## src/inc/nvc_regs.vh

```
/*
 * Constants for the host-side controller of a byte-wide nonvolatile SRAM:
 * command addresses, pin timing counts and operation codes.
 * Assumes a 200 MHz system clock; each time is rounded up to whole cycles.
 */
`ifndef NVC_REGS_VH
`define NVC_REGS_VH

`define NVC_CLK_MHZ        200
// ----------------------------------------------------------------------------
// Timing in ns, us and ms, and the matching cycle counts
// ----------------------------------------------------------------------------
`define NVC_T_CYCLE_NS     35
`define NVC_T_CYCLE_CYC    ((`NVC_T_CYCLE_NS * `NVC_CLK_MHZ + 999) / 1000)
`define NVC_T_PULSE_NS     25
`define NVC_T_PULSE_CYC    ((`NVC_T_PULSE_NS * `NVC_CLK_MHZ + 999) / 1000)
`define NVC_T_ACCESS_NS    35
`define NVC_T_ACCESS_CYC   ((`NVC_T_ACCESS_NS * `NVC_CLK_MHZ + 999) / 1000)
`define NVC_T_HSBPULSE_NS  15
`define NVC_T_HSBPULSE_CYC ((`NVC_T_HSBPULSE_NS * `NVC_CLK_MHZ + 999) / 1000)
`define NVC_T_STORE_MS     8
`define NVC_T_STORE_CYC    (`NVC_T_STORE_MS * `NVC_CLK_MHZ * 1000)
`define NVC_T_RECALL_US    200
`define NVC_T_RECALL_CYC   (`NVC_T_RECALL_US * `NVC_CLK_MHZ)
`define NVC_T_SOFTSEQ_US   100
`define NVC_T_SOFTSEQ_CYC  (`NVC_T_SOFTSEQ_US * `NVC_CLK_MHZ)
`define NVC_T_RESUME_US    5
`define NVC_T_RESUME_CYC   (`NVC_T_RESUME_US * `NVC_CLK_MHZ)
`define NVC_T_PWRUP_MS     20
`define NVC_T_PWRUP_CYC    (`NVC_T_PWRUP_MS * `NVC_CLK_MHZ * 1000)

// ----------------------------------------------------------------------------
// Command sequence addresses (low 14 bits decoded) and host operations
// ----------------------------------------------------------------------------
`define NVC_SEQ0           17'h04E38
`define NVC_SEQ1           17'h0B1C7
`define NVC_SEQ2           17'h083E0
`define NVC_SEQ3           17'h07C1F
`define NVC_SEQ4           17'h0703F
`define NVC_ADR_STORE      17'h08FC0
`define NVC_ADR_RECALL     17'h04C63
`define NVC_ADR_AUTO_OFF   17'h08B45
`define NVC_ADR_AUTO_ON    17'h04B46

`define NVC_OP_READ        3'h0
`define NVC_OP_WRITE       3'h1
`define NVC_OP_STORE       3'h2
`define NVC_OP_RECALL      3'h3
`define NVC_OP_AUTO_OFF    3'h4
`define NVC_OP_AUTO_ON     3'h5
`define NVC_OP_HW_STORE    3'h6

`endif

```

## src/hdl/nvc_cnt.v

```verilog
/*
 * Down-counter used for every wait of the controller.
 * Assumes the caller loads a nonzero count and watches o_done.
 */
`timescale 1ns/1ps
`default_nettype none
module nvc_cnt (
    input  wire        i_clk_sys,
    input  wire        i_reset_n,
    input  wire        i_ce,
    input  wire        i_load,
    input  wire [31:0] i_value,
    output wire        o_done
);
    reg [31:0] cnt_r;

    always @(posedge i_clk_sys or negedge i_reset_n) begin
        if (!i_reset_n) begin
            cnt_r <= 32'h00000000;
        end else if (i_ce) begin
            if (i_load) begin
                cnt_r <= i_value;
            end else if (cnt_r != 32'h00000000) begin
                cnt_r <= cnt_r - 32'h00000001;
            end
        end
    end

    assign o_done = (cnt_r == 32'h00000000);
endmodule
`default_nettype wire

```

## src/hdl/nvc_ctrl.v

```verilog
/*
 * Host-side controller for an asynchronous byte-wide nonvolatile SRAM.
 * Runs reads, writes, software commands and pin-initiated stores on the
 * device's pins. Assumes all pin inputs are synchronous to i_clk_sys.
 */
`timescale 1ns/1ps
`default_nettype none
`include "nvc_regs.vh"
module nvc_ctrl #(
    parameter [31:0] P_STORE_CYC  = `NVC_T_STORE_CYC,
    parameter [31:0] P_RECALL_CYC = `NVC_T_RECALL_CYC,
    parameter [31:0] P_SEQ_CYC    = `NVC_T_SOFTSEQ_CYC,
    parameter [31:0] P_PWRUP_CYC  = `NVC_T_PWRUP_CYC
) (
    input  wire        i_clk_sys,
    input  wire        i_reset_n,
    input  wire        i_ce,
    input  wire        i_req_valid,
    input  wire [2:0]  i_req_op,
    input  wire [16:0] i_req_addr,
    input  wire [7:0]  i_req_wdata,
    output reg         o_req_ready,
    output reg         o_rsp_valid,
    output reg  [7:0]  o_rsp_rdata,
    output reg         o_autostore_on,
    output reg  [16:0] o_mem_addr,
    output reg         o_mem_chip_sel_n,
    output reg         o_mem_wr_n,
    output reg         o_mem_out_en_n,
    input  wire [7:0]  i_mem_dq,
    output reg  [7:0]  o_mem_dq,
    output reg         o_mem_dq_oe,
    input  wire        i_store_busy_n,
    output reg         o_store_busy_n,
    output reg         o_store_busy_oe
);
    // ------------------------------------------------------------------------
    // States
    // ------------------------------------------------------------------------
    localparam [3:0] S_PWRUP  = 4'h0;
    localparam [3:0] S_IDLE   = 4'h1;
    localparam [3:0] S_SETUP  = 4'h2;
    localparam [3:0] S_STROBE = 4'h3;
    localparam [3:0] S_RECOV  = 4'h4;
    localparam [3:0] S_NVWAIT = 4'h5;
    localparam [3:0] S_BUSYW  = 4'h6;
    localparam [3:0] S_RESUME = 4'h7;
    localparam [3:0] S_HSBPUL = 4'h8;

    localparam [31:0] C_PULSE  = `NVC_T_PULSE_CYC;
    localparam [31:0] C_RECOV  = `NVC_T_CYCLE_CYC - `NVC_T_PULSE_CYC + 1;
    localparam [31:0] C_HSB    = `NVC_T_HSBPULSE_CYC;
    localparam [31:0] C_RESUME = `NVC_T_RESUME_CYC;

    reg  [3:0]  state_r;
    reg  [2:0]  op_r;
    reg  [2:0]  step_r;
    reg  [16:0] last_addr_r;
    reg         is_write_r;
    reg         pwr_loaded_r;
    reg         load;
    reg  [31:0] load_val;
    wire        done;

    nvc_cnt u_cnt (
        .i_clk_sys (i_clk_sys),
        .i_reset_n (i_reset_n),
        .i_ce      (i_ce),
        .i_load    (load),
        .i_value   (load_val),
        .o_done    (done)
    );

    // Address of the current read within a command sequence.
    function [16:0] seq_addr;
        input [2:0] step;
        input [2:0] op;
        begin
            case (step)
                3'h0:    seq_addr = `NVC_SEQ0;
                3'h1:    seq_addr = `NVC_SEQ1;
                3'h2:    seq_addr = `NVC_SEQ2;
                3'h3:    seq_addr = `NVC_SEQ3;
                3'h4:    seq_addr = `NVC_SEQ4;
                default: begin
                    case (op)
                        `NVC_OP_STORE:    seq_addr = `NVC_ADR_STORE;
                        `NVC_OP_RECALL:   seq_addr = `NVC_ADR_RECALL;
                        `NVC_OP_AUTO_OFF: seq_addr = `NVC_ADR_AUTO_OFF;
                        default:          seq_addr = `NVC_ADR_AUTO_ON;
                    endcase
                end
            endcase
        end
    endfunction

    wire is_seq = (op_r == `NVC_OP_STORE) || (op_r == `NVC_OP_RECALL) ||
                  (op_r == `NVC_OP_AUTO_OFF) || (op_r == `NVC_OP_AUTO_ON);

    // Load the shared counter on state entry.
    always @* begin
        load = 1'b0;
        load_val = 32'h00000000;
        case (state_r)
            S_PWRUP: begin
                // Loaded once, on the first enabled edge after reset.
                if (!pwr_loaded_r) begin
                    load = 1'b1;
                    load_val = P_PWRUP_CYC;
                end
            end
            S_IDLE: begin
                if (i_req_valid && o_req_ready) begin
                    load = 1'b1;
                    load_val = 32'h00000001;
                end
            end
            S_SETUP: begin
                load = 1'b1;
                load_val = (op_r == `NVC_OP_HW_STORE) ? C_HSB : C_PULSE;
            end
            S_STROBE: begin
                if (done) begin
                    load = 1'b1;
                    load_val = C_RECOV;
                end
            end
            S_RECOV: begin
                if (done && is_seq && step_r == 3'h5) begin
                    load = 1'b1;
                    load_val = (op_r == `NVC_OP_STORE)  ? P_SEQ_CYC + P_STORE_CYC :
                               (op_r == `NVC_OP_RECALL) ? P_SEQ_CYC + P_RECALL_CYC :
                               P_SEQ_CYC;
                end
            end
            S_HSBPUL: begin
                if (done) begin
                    load = 1'b1;
                    load_val = P_STORE_CYC;
                end
            end
            S_BUSYW: begin
                if (done || i_store_busy_n) begin
                    load = 1'b1;
                    load_val = C_RESUME;
                end
            end
            S_NVWAIT: begin
                if (done) begin
                    load = 1'b1;
                    load_val = C_RESUME;
                end
            end
            default: begin
                load = 1'b0;
            end
        endcase
    end

    // ------------------------------------------------------------------------
    // Sequencer
    // ------------------------------------------------------------------------
    always @(posedge i_clk_sys or negedge i_reset_n) begin
        if (!i_reset_n) begin
            state_r          <= S_PWRUP;
            op_r             <= `NVC_OP_READ;
            step_r           <= 3'h0;
            last_addr_r      <= 17'h00000;
            is_write_r       <= 1'b0;
            o_req_ready      <= 1'b0;
            o_rsp_valid      <= 1'b0;
            o_rsp_rdata      <= 8'h00;
            o_autostore_on   <= 1'b1;
            o_mem_addr       <= 17'h00000;
            o_mem_chip_sel_n <= 1'b1;
            o_mem_wr_n       <= 1'b1;
            o_mem_out_en_n   <= 1'b1;
            o_mem_dq         <= 8'h00;
            o_mem_dq_oe      <= 1'b0;
            o_store_busy_n   <= 1'b1;
            o_store_busy_oe  <= 1'b0;
        end else if (i_ce) begin
            o_rsp_valid <= 1'b0;
            case (state_r)
                S_PWRUP: begin
                    // Wait out the worst-case power-up recall before any access.
                    if (pwr_loaded_r && done && i_store_busy_n) begin
                        state_r     <= S_IDLE;
                        o_req_ready <= 1'b1;
                    end
                end
                S_IDLE: begin
                    if (i_req_valid && o_req_ready) begin
                        o_req_ready <= 1'b0;
                        op_r        <= i_req_op;
                        step_r      <= 3'h0;
                        last_addr_r <= i_req_addr;
                        o_mem_dq    <= i_req_wdata;
                        is_write_r  <= (i_req_op == `NVC_OP_WRITE);
                        state_r     <= S_SETUP;
                    end
                end
                S_SETUP: begin
                    // Address is driven on the same edge that pulls chip select and the strobe low.
                    state_r <= S_STROBE;
                    if (op_r == `NVC_OP_HW_STORE) begin
                        o_store_busy_n  <= 1'b0;
                        o_store_busy_oe <= 1'b1;
                        state_r         <= S_HSBPUL;
                    end else begin
                        o_mem_addr <= is_seq ? seq_addr(step_r, op_r) : last_addr_r;
                        o_mem_chip_sel_n <= 1'b0;
                        o_mem_wr_n  <= ~is_write_r;
                        o_mem_out_en_n <= is_write_r;
                        o_mem_dq_oe <= is_write_r;
                    end
                end
                S_STROBE: begin
                    if (done) begin
                        o_rsp_rdata      <= i_mem_dq;
                        o_mem_chip_sel_n <= 1'b1;
                        o_mem_wr_n       <= 1'b1;
                        o_mem_out_en_n   <= 1'b1;
                        o_mem_dq_oe      <= 1'b0;
                        state_r          <= S_RECOV;
                    end
                end
                S_RECOV: begin
                    if (done) begin
                        if (is_seq && step_r != 3'h5) begin
                            step_r  <= step_r + 3'h1;
                            state_r <= S_SETUP;
                        end else if (is_seq) begin
                            state_r <= S_NVWAIT;
                            if (op_r == `NVC_OP_AUTO_OFF) o_autostore_on <= 1'b0;
                            if (op_r == `NVC_OP_AUTO_ON)  o_autostore_on <= 1'b1;
                        end else begin
                            o_rsp_valid <= 1'b1;
                            o_req_ready <= 1'b1;
                            state_r     <= S_IDLE;
                        end
                    end
                end
                S_HSBPUL: begin
                    if (done) begin
                        // Release the pin; the device holds it low while it stores.
                        o_store_busy_n  <= 1'b1;
                        o_store_busy_oe <= 1'b0;
                        state_r         <= S_BUSYW;
                    end
                end
                S_BUSYW: begin
                    // A store with nothing to save never pulls the pin low.
                    if (done || i_store_busy_n) begin
                        state_r <= S_RESUME;
                    end
                end
                S_NVWAIT: begin
                    if (done) begin
                        state_r <= S_RESUME;
                    end
                end
                S_RESUME: begin
                    // Hold off access until outputs are surely back on.
                    if (done && i_store_busy_n) begin
                        o_rsp_valid <= 1'b1;
                        o_req_ready <= 1'b1;
                        state_r     <= S_IDLE;
                    end
                end
                default: begin
                    state_r <= S_IDLE;
                end
            endcase
        end
    end

    // Marks that the power-up wait has been loaded, so the counter starts it only once.
    always @(posedge i_clk_sys or negedge i_reset_n) begin
        if (!i_reset_n) begin
            pwr_loaded_r <= 1'b0;
        end else if (i_ce) begin
            pwr_loaded_r <= 1'b1;
        end
    end
endmodule
`default_nettype wire

```

## config.mk

```make
export PLATFORM = sky130hd
export DESIGN_NAME = nvc_ctrl
export DESIGN_NICKNAME = d
export VERILOG_FILES = /design/src/hdl/nvc_cnt.v /design/src/hdl/nvc_ctrl.v
export VERILOG_INCLUDE_DIRS = /design/src /design/src/inc
export SDC_FILE = /design/constraint.sdc
export NUM_CORES = 1
export LEC_CHECK = 0
export BUFFER_PORTS_ARGS = -buffer_cell sky130_fd_sc_hd__buf_4
export CAP_MARGIN = 20
export CORE_MARGIN = 2
export CORE_UTILIZATION = 44
export DETAILED_ROUTE_END_ITERATION = 8
export GPL_TIMING_DRIVEN = 0
export PLACE_DENSITY = 0.67
export SYNTH_ARGS = -nofsm -noshare
export SYNTH_HDL_FRONTEND = slang
export SYNTH_SLANG_ARGS = --single-unit
export TNS_END_PERCENT = 50
```

## constraint.sdc

```tcl
create_clock -name i_clk_sys -period 2.41 [get_ports i_clk_sys]
set_input_delay 0 -clock i_clk_sys [delete_from_list [all_inputs] [get_ports i_clk_sys]]
set_output_delay 0 -clock i_clk_sys [all_outputs]
set_load 0.01 [all_outputs]
```

==> reports/metrics.cfg <==
[outcome]
status=finished with violations
violations=negative setup slack

[critical_path]
crit_fanout=7
critPathKind=reg2reg
startpoint_type=flop
worstPathArrival_ps=2730
cp-end-kind=flop
cp.required_ps=2650

[timing]
setup_viol=9
hold_viol_final=0
rsz0062_at_grt=true
setup_slack_ps=-81.2
min_period_over_period_pct=103
max_freq_ghz=0.401
drv_slew=0
timing.slew.headroom_pct=45.2
fin_worst_hold_slack_ps=105
fin_tns_setup_ps=-353
clock_skew_ps=11.7
worst_slew_pin_slew_ps=819
timing.final.crit_period_ps=2490

[flow_run]
drv_cap=0

[placed_design]
dpl_cell_area_sq_um=6500
port_buffers=82
hpwl_um=11400
place_congestion=0.879

[global_routing]
gr-usage-met2_pct=42.1
grt_pass1_vias=5266
overflow=0
top_usage_layer=met2
grt_pass1_wl_um=26600
antenna_found_initial=0
met3_usage_pct=6.13
grt_usage_pct=25.1
gr-usage-met1_pct=32.1
grt_max_degree=72

[logic_synthesis]
synthesis.area_sq_um=5640
ys_seq_elements=103
ys_top_cells_by_count=dfrtp_1 (98), nand2_1 (54), nor2_1 (52)
ys_warn_count=0
ys_types=70
seq_area_frac_synth_pct=45.8
synth_flop_cell=dfrtp_1
netlist_instances=599
synth_most_common_cell=dfrtp_1
synthTopCellsByArea=dfrtp_1 (43%), mux2_2 (7.4%), o21ai_0 (4.5%), nand2_1 (3.6%), nor2_1 (3.5%)
synth_edf_count=0
syn_nets=647
yosysTopAreaCell=dfrtp_1
avgSynthCellArea_sq_um=9.41
synth_top_cell_area_share_pct=43.5
synthArstFlopShare_pct=100

[pwr]
ir_drop_uv=788
pwr-share-clk_pct=17.8
p_sw_mw=3.52
p_int_mw=5.03
comb_power_share_pct=49.5
powerDensity_nw_per_um2=1100
swShare_pct=41.2
p_seq_share_pct=32.7
p_leak_nw=3.42

[drt]
final_antenna_net_count=0
drt_pass1_iterations=5
drc_errors=0
wl_per_cell_um=18.2
drtIter0Drc=492
viasPerCell=5.77
vias=5398
routed_wirelength_um=17000

[clock_network]
clk_pin_slew_ps=80
insertion_delay_ps=360
cts_tree=yes
cts_sinks=103
cts-buffers-inserted=9
root_buffer=clkbuf_16
htree_levels=3
clk_path_buf_depth=2

[die]
rows=41
core_sq_um=12600
die_w_um=117
dieArea_sq_um=13700
io-pin-count=83
start_util_pct=44.9
chipHeight_um=117

[cells_and_area]
nets=807
drive_gt1_share_pct=33.3
regArea_sq_um=2590
nFillCells=1091
area_delta_synth_final_pct=38.0
multiInputGateArea_sq_um=3090
antenna_cells=0
postLayoutCellArea_sq_um=7780

[min_path]
hold_path.class=in2reg

## cell type report
class | count | area share [%]
clock buffer | 9 | 2.90
tap | 172 | 2.77
inverter | 21 | 1.01
buffer | 35 | 2.99
sequential | 103 | 33.3
multi-input combinational | 439 | 39.8
clock inverter | 6 | 0.981
timing repair buffer | 150 | 16.3
## power by group through the flow
stage          Sequential (mW)  Combinational, mW  Clock (mW)
2_1_floorplan             2.76               2.20           0
3_3_place_gp              2.76               3.28           0
3_5_place_dp              2.78               3.36           0
4_1_cts                   2.76               3.86        1.54
5_1_grt                   2.87               4.57        1.62
6_report                  2.80               4.22        1.52
## layer usage
metal  part of all wire, %  up-vias
met5                     0        -
met4                   2.0        0
met3                   7.0       37
met2                    49      231
li1                      -     2514
met1                    42     2616
## state kept, by name (all words and copies together) (netlist names)
signal and flops:
is_write_r 1, last_addr_r 17, o_autostore_on 1, o_mem_addr 17
o_mem_chip_sel_n 1, o_mem_dq 8, o_mem_dq_oe 1, o_mem_out_en_n 1
o_mem_wr_n 1, o_req_ready 1, o_rsp_rdata 8, o_rsp_valid 1
o_store_busy_n 1, o_store_busy_oe 1, op_r 3, pwr_loaded_r 1
state_r 4, step_r 3, u_cnt.cnt_r 32
## worst paths after layout
check                      cells after the start                         from  slack (ps)                          end
min reg2reg                                    2   o_mem_addr[16]$_DFFE_PN0P_         490   o_mem_addr[16]$_DFFE_PN0P_
max in group asynchronous                      3                    i_reset_n        1530       o_mem_wr_n$_DFFE_PN1P_
max                                            7  u_cnt.cnt_r[24]$_DFFE_PN0P_         -80       state_r[2]$_DFFE_PN0P_
min                                            5               i_store_busy_n         110      o_rsp_valid$_DFFE_PN0P_
max reg2reg                                    7  u_cnt.cnt_r[24]$_DFFE_PN0P_         -80       state_r[2]$_DFFE_PN0P_
min in group asynchronous                      2                    i_reset_n         120  u_cnt.cnt_r[25]$_DFFE_PN0P_
## kinds of logic (layout without fill, tap and decap cells)
| logic type | after synthesis | after routing | synth area share, % |
|---|---|---|---|
| flops | 103 | 103 | 45.8 |
| xor+xnor | 3 | 3 | 0.466 |
| compound gates | 165 | 165 | 18.9 |
| fa+ha+maj | 7 | 7 | 1.55 |
| simple gates | 217 | 217 | 19.6 |
| mux | 47 | 47 | 9.43 |
| buf+inv | 57 | 221 | 4.24 |
## stage by stage
| stage | std cells | worst slack (ps) | util [%] | total power, mW |
|---|---|---|---|---|
| floorplan | 599 | 97.8 | - | 4.96 |
| global placement | 853 | -698 | 51.5 | 6.03 |
| detailed placement | 854 | -660 | 51.7 | 6.14 |
| CTS | 924 | -142 | 60.1 | 8.17 |
| global route | 935 | -104 | 61.9 | 9.06 |
| finish | 935 | -81.2 | 61.9 | 8.54 |
## critical path, stage by stage, from the launching register on
cell	delay, ps
dfrtp_2	430
or4_4	530
nor4_4	330
and4_4	300
buf_8	150
nand2_4	60
a41o_4	260
mux2_4	300
## timing repair
action | in CTS | in global routing
gates resized for setup | 72 | 42
setup endpoints to repair | 82 | 58
setup buffers | 14 | 12
hold buffers | 37 | 0
cloned | 4 | 0
pin swaps | 9 | 15
endpoints found under the hold margin | 69 | 0
## layout by cell type, fill, tap and decap left out, drive strengths merged, types with 7 or more instances in the layout
master       instances
a21oi               34
buf                122
clkbuf              35
dfrtp               98
dlygate4sd3         37
ha                   7
inv                 23
mux2                40
mux2i                7
nand2               55
nand3               27
nand4                8
nor2                52
nor3                19
nor4                13
o21ai               56
o22ai                7
o2bb2ai              8
(Power assumes the default switching activity.)
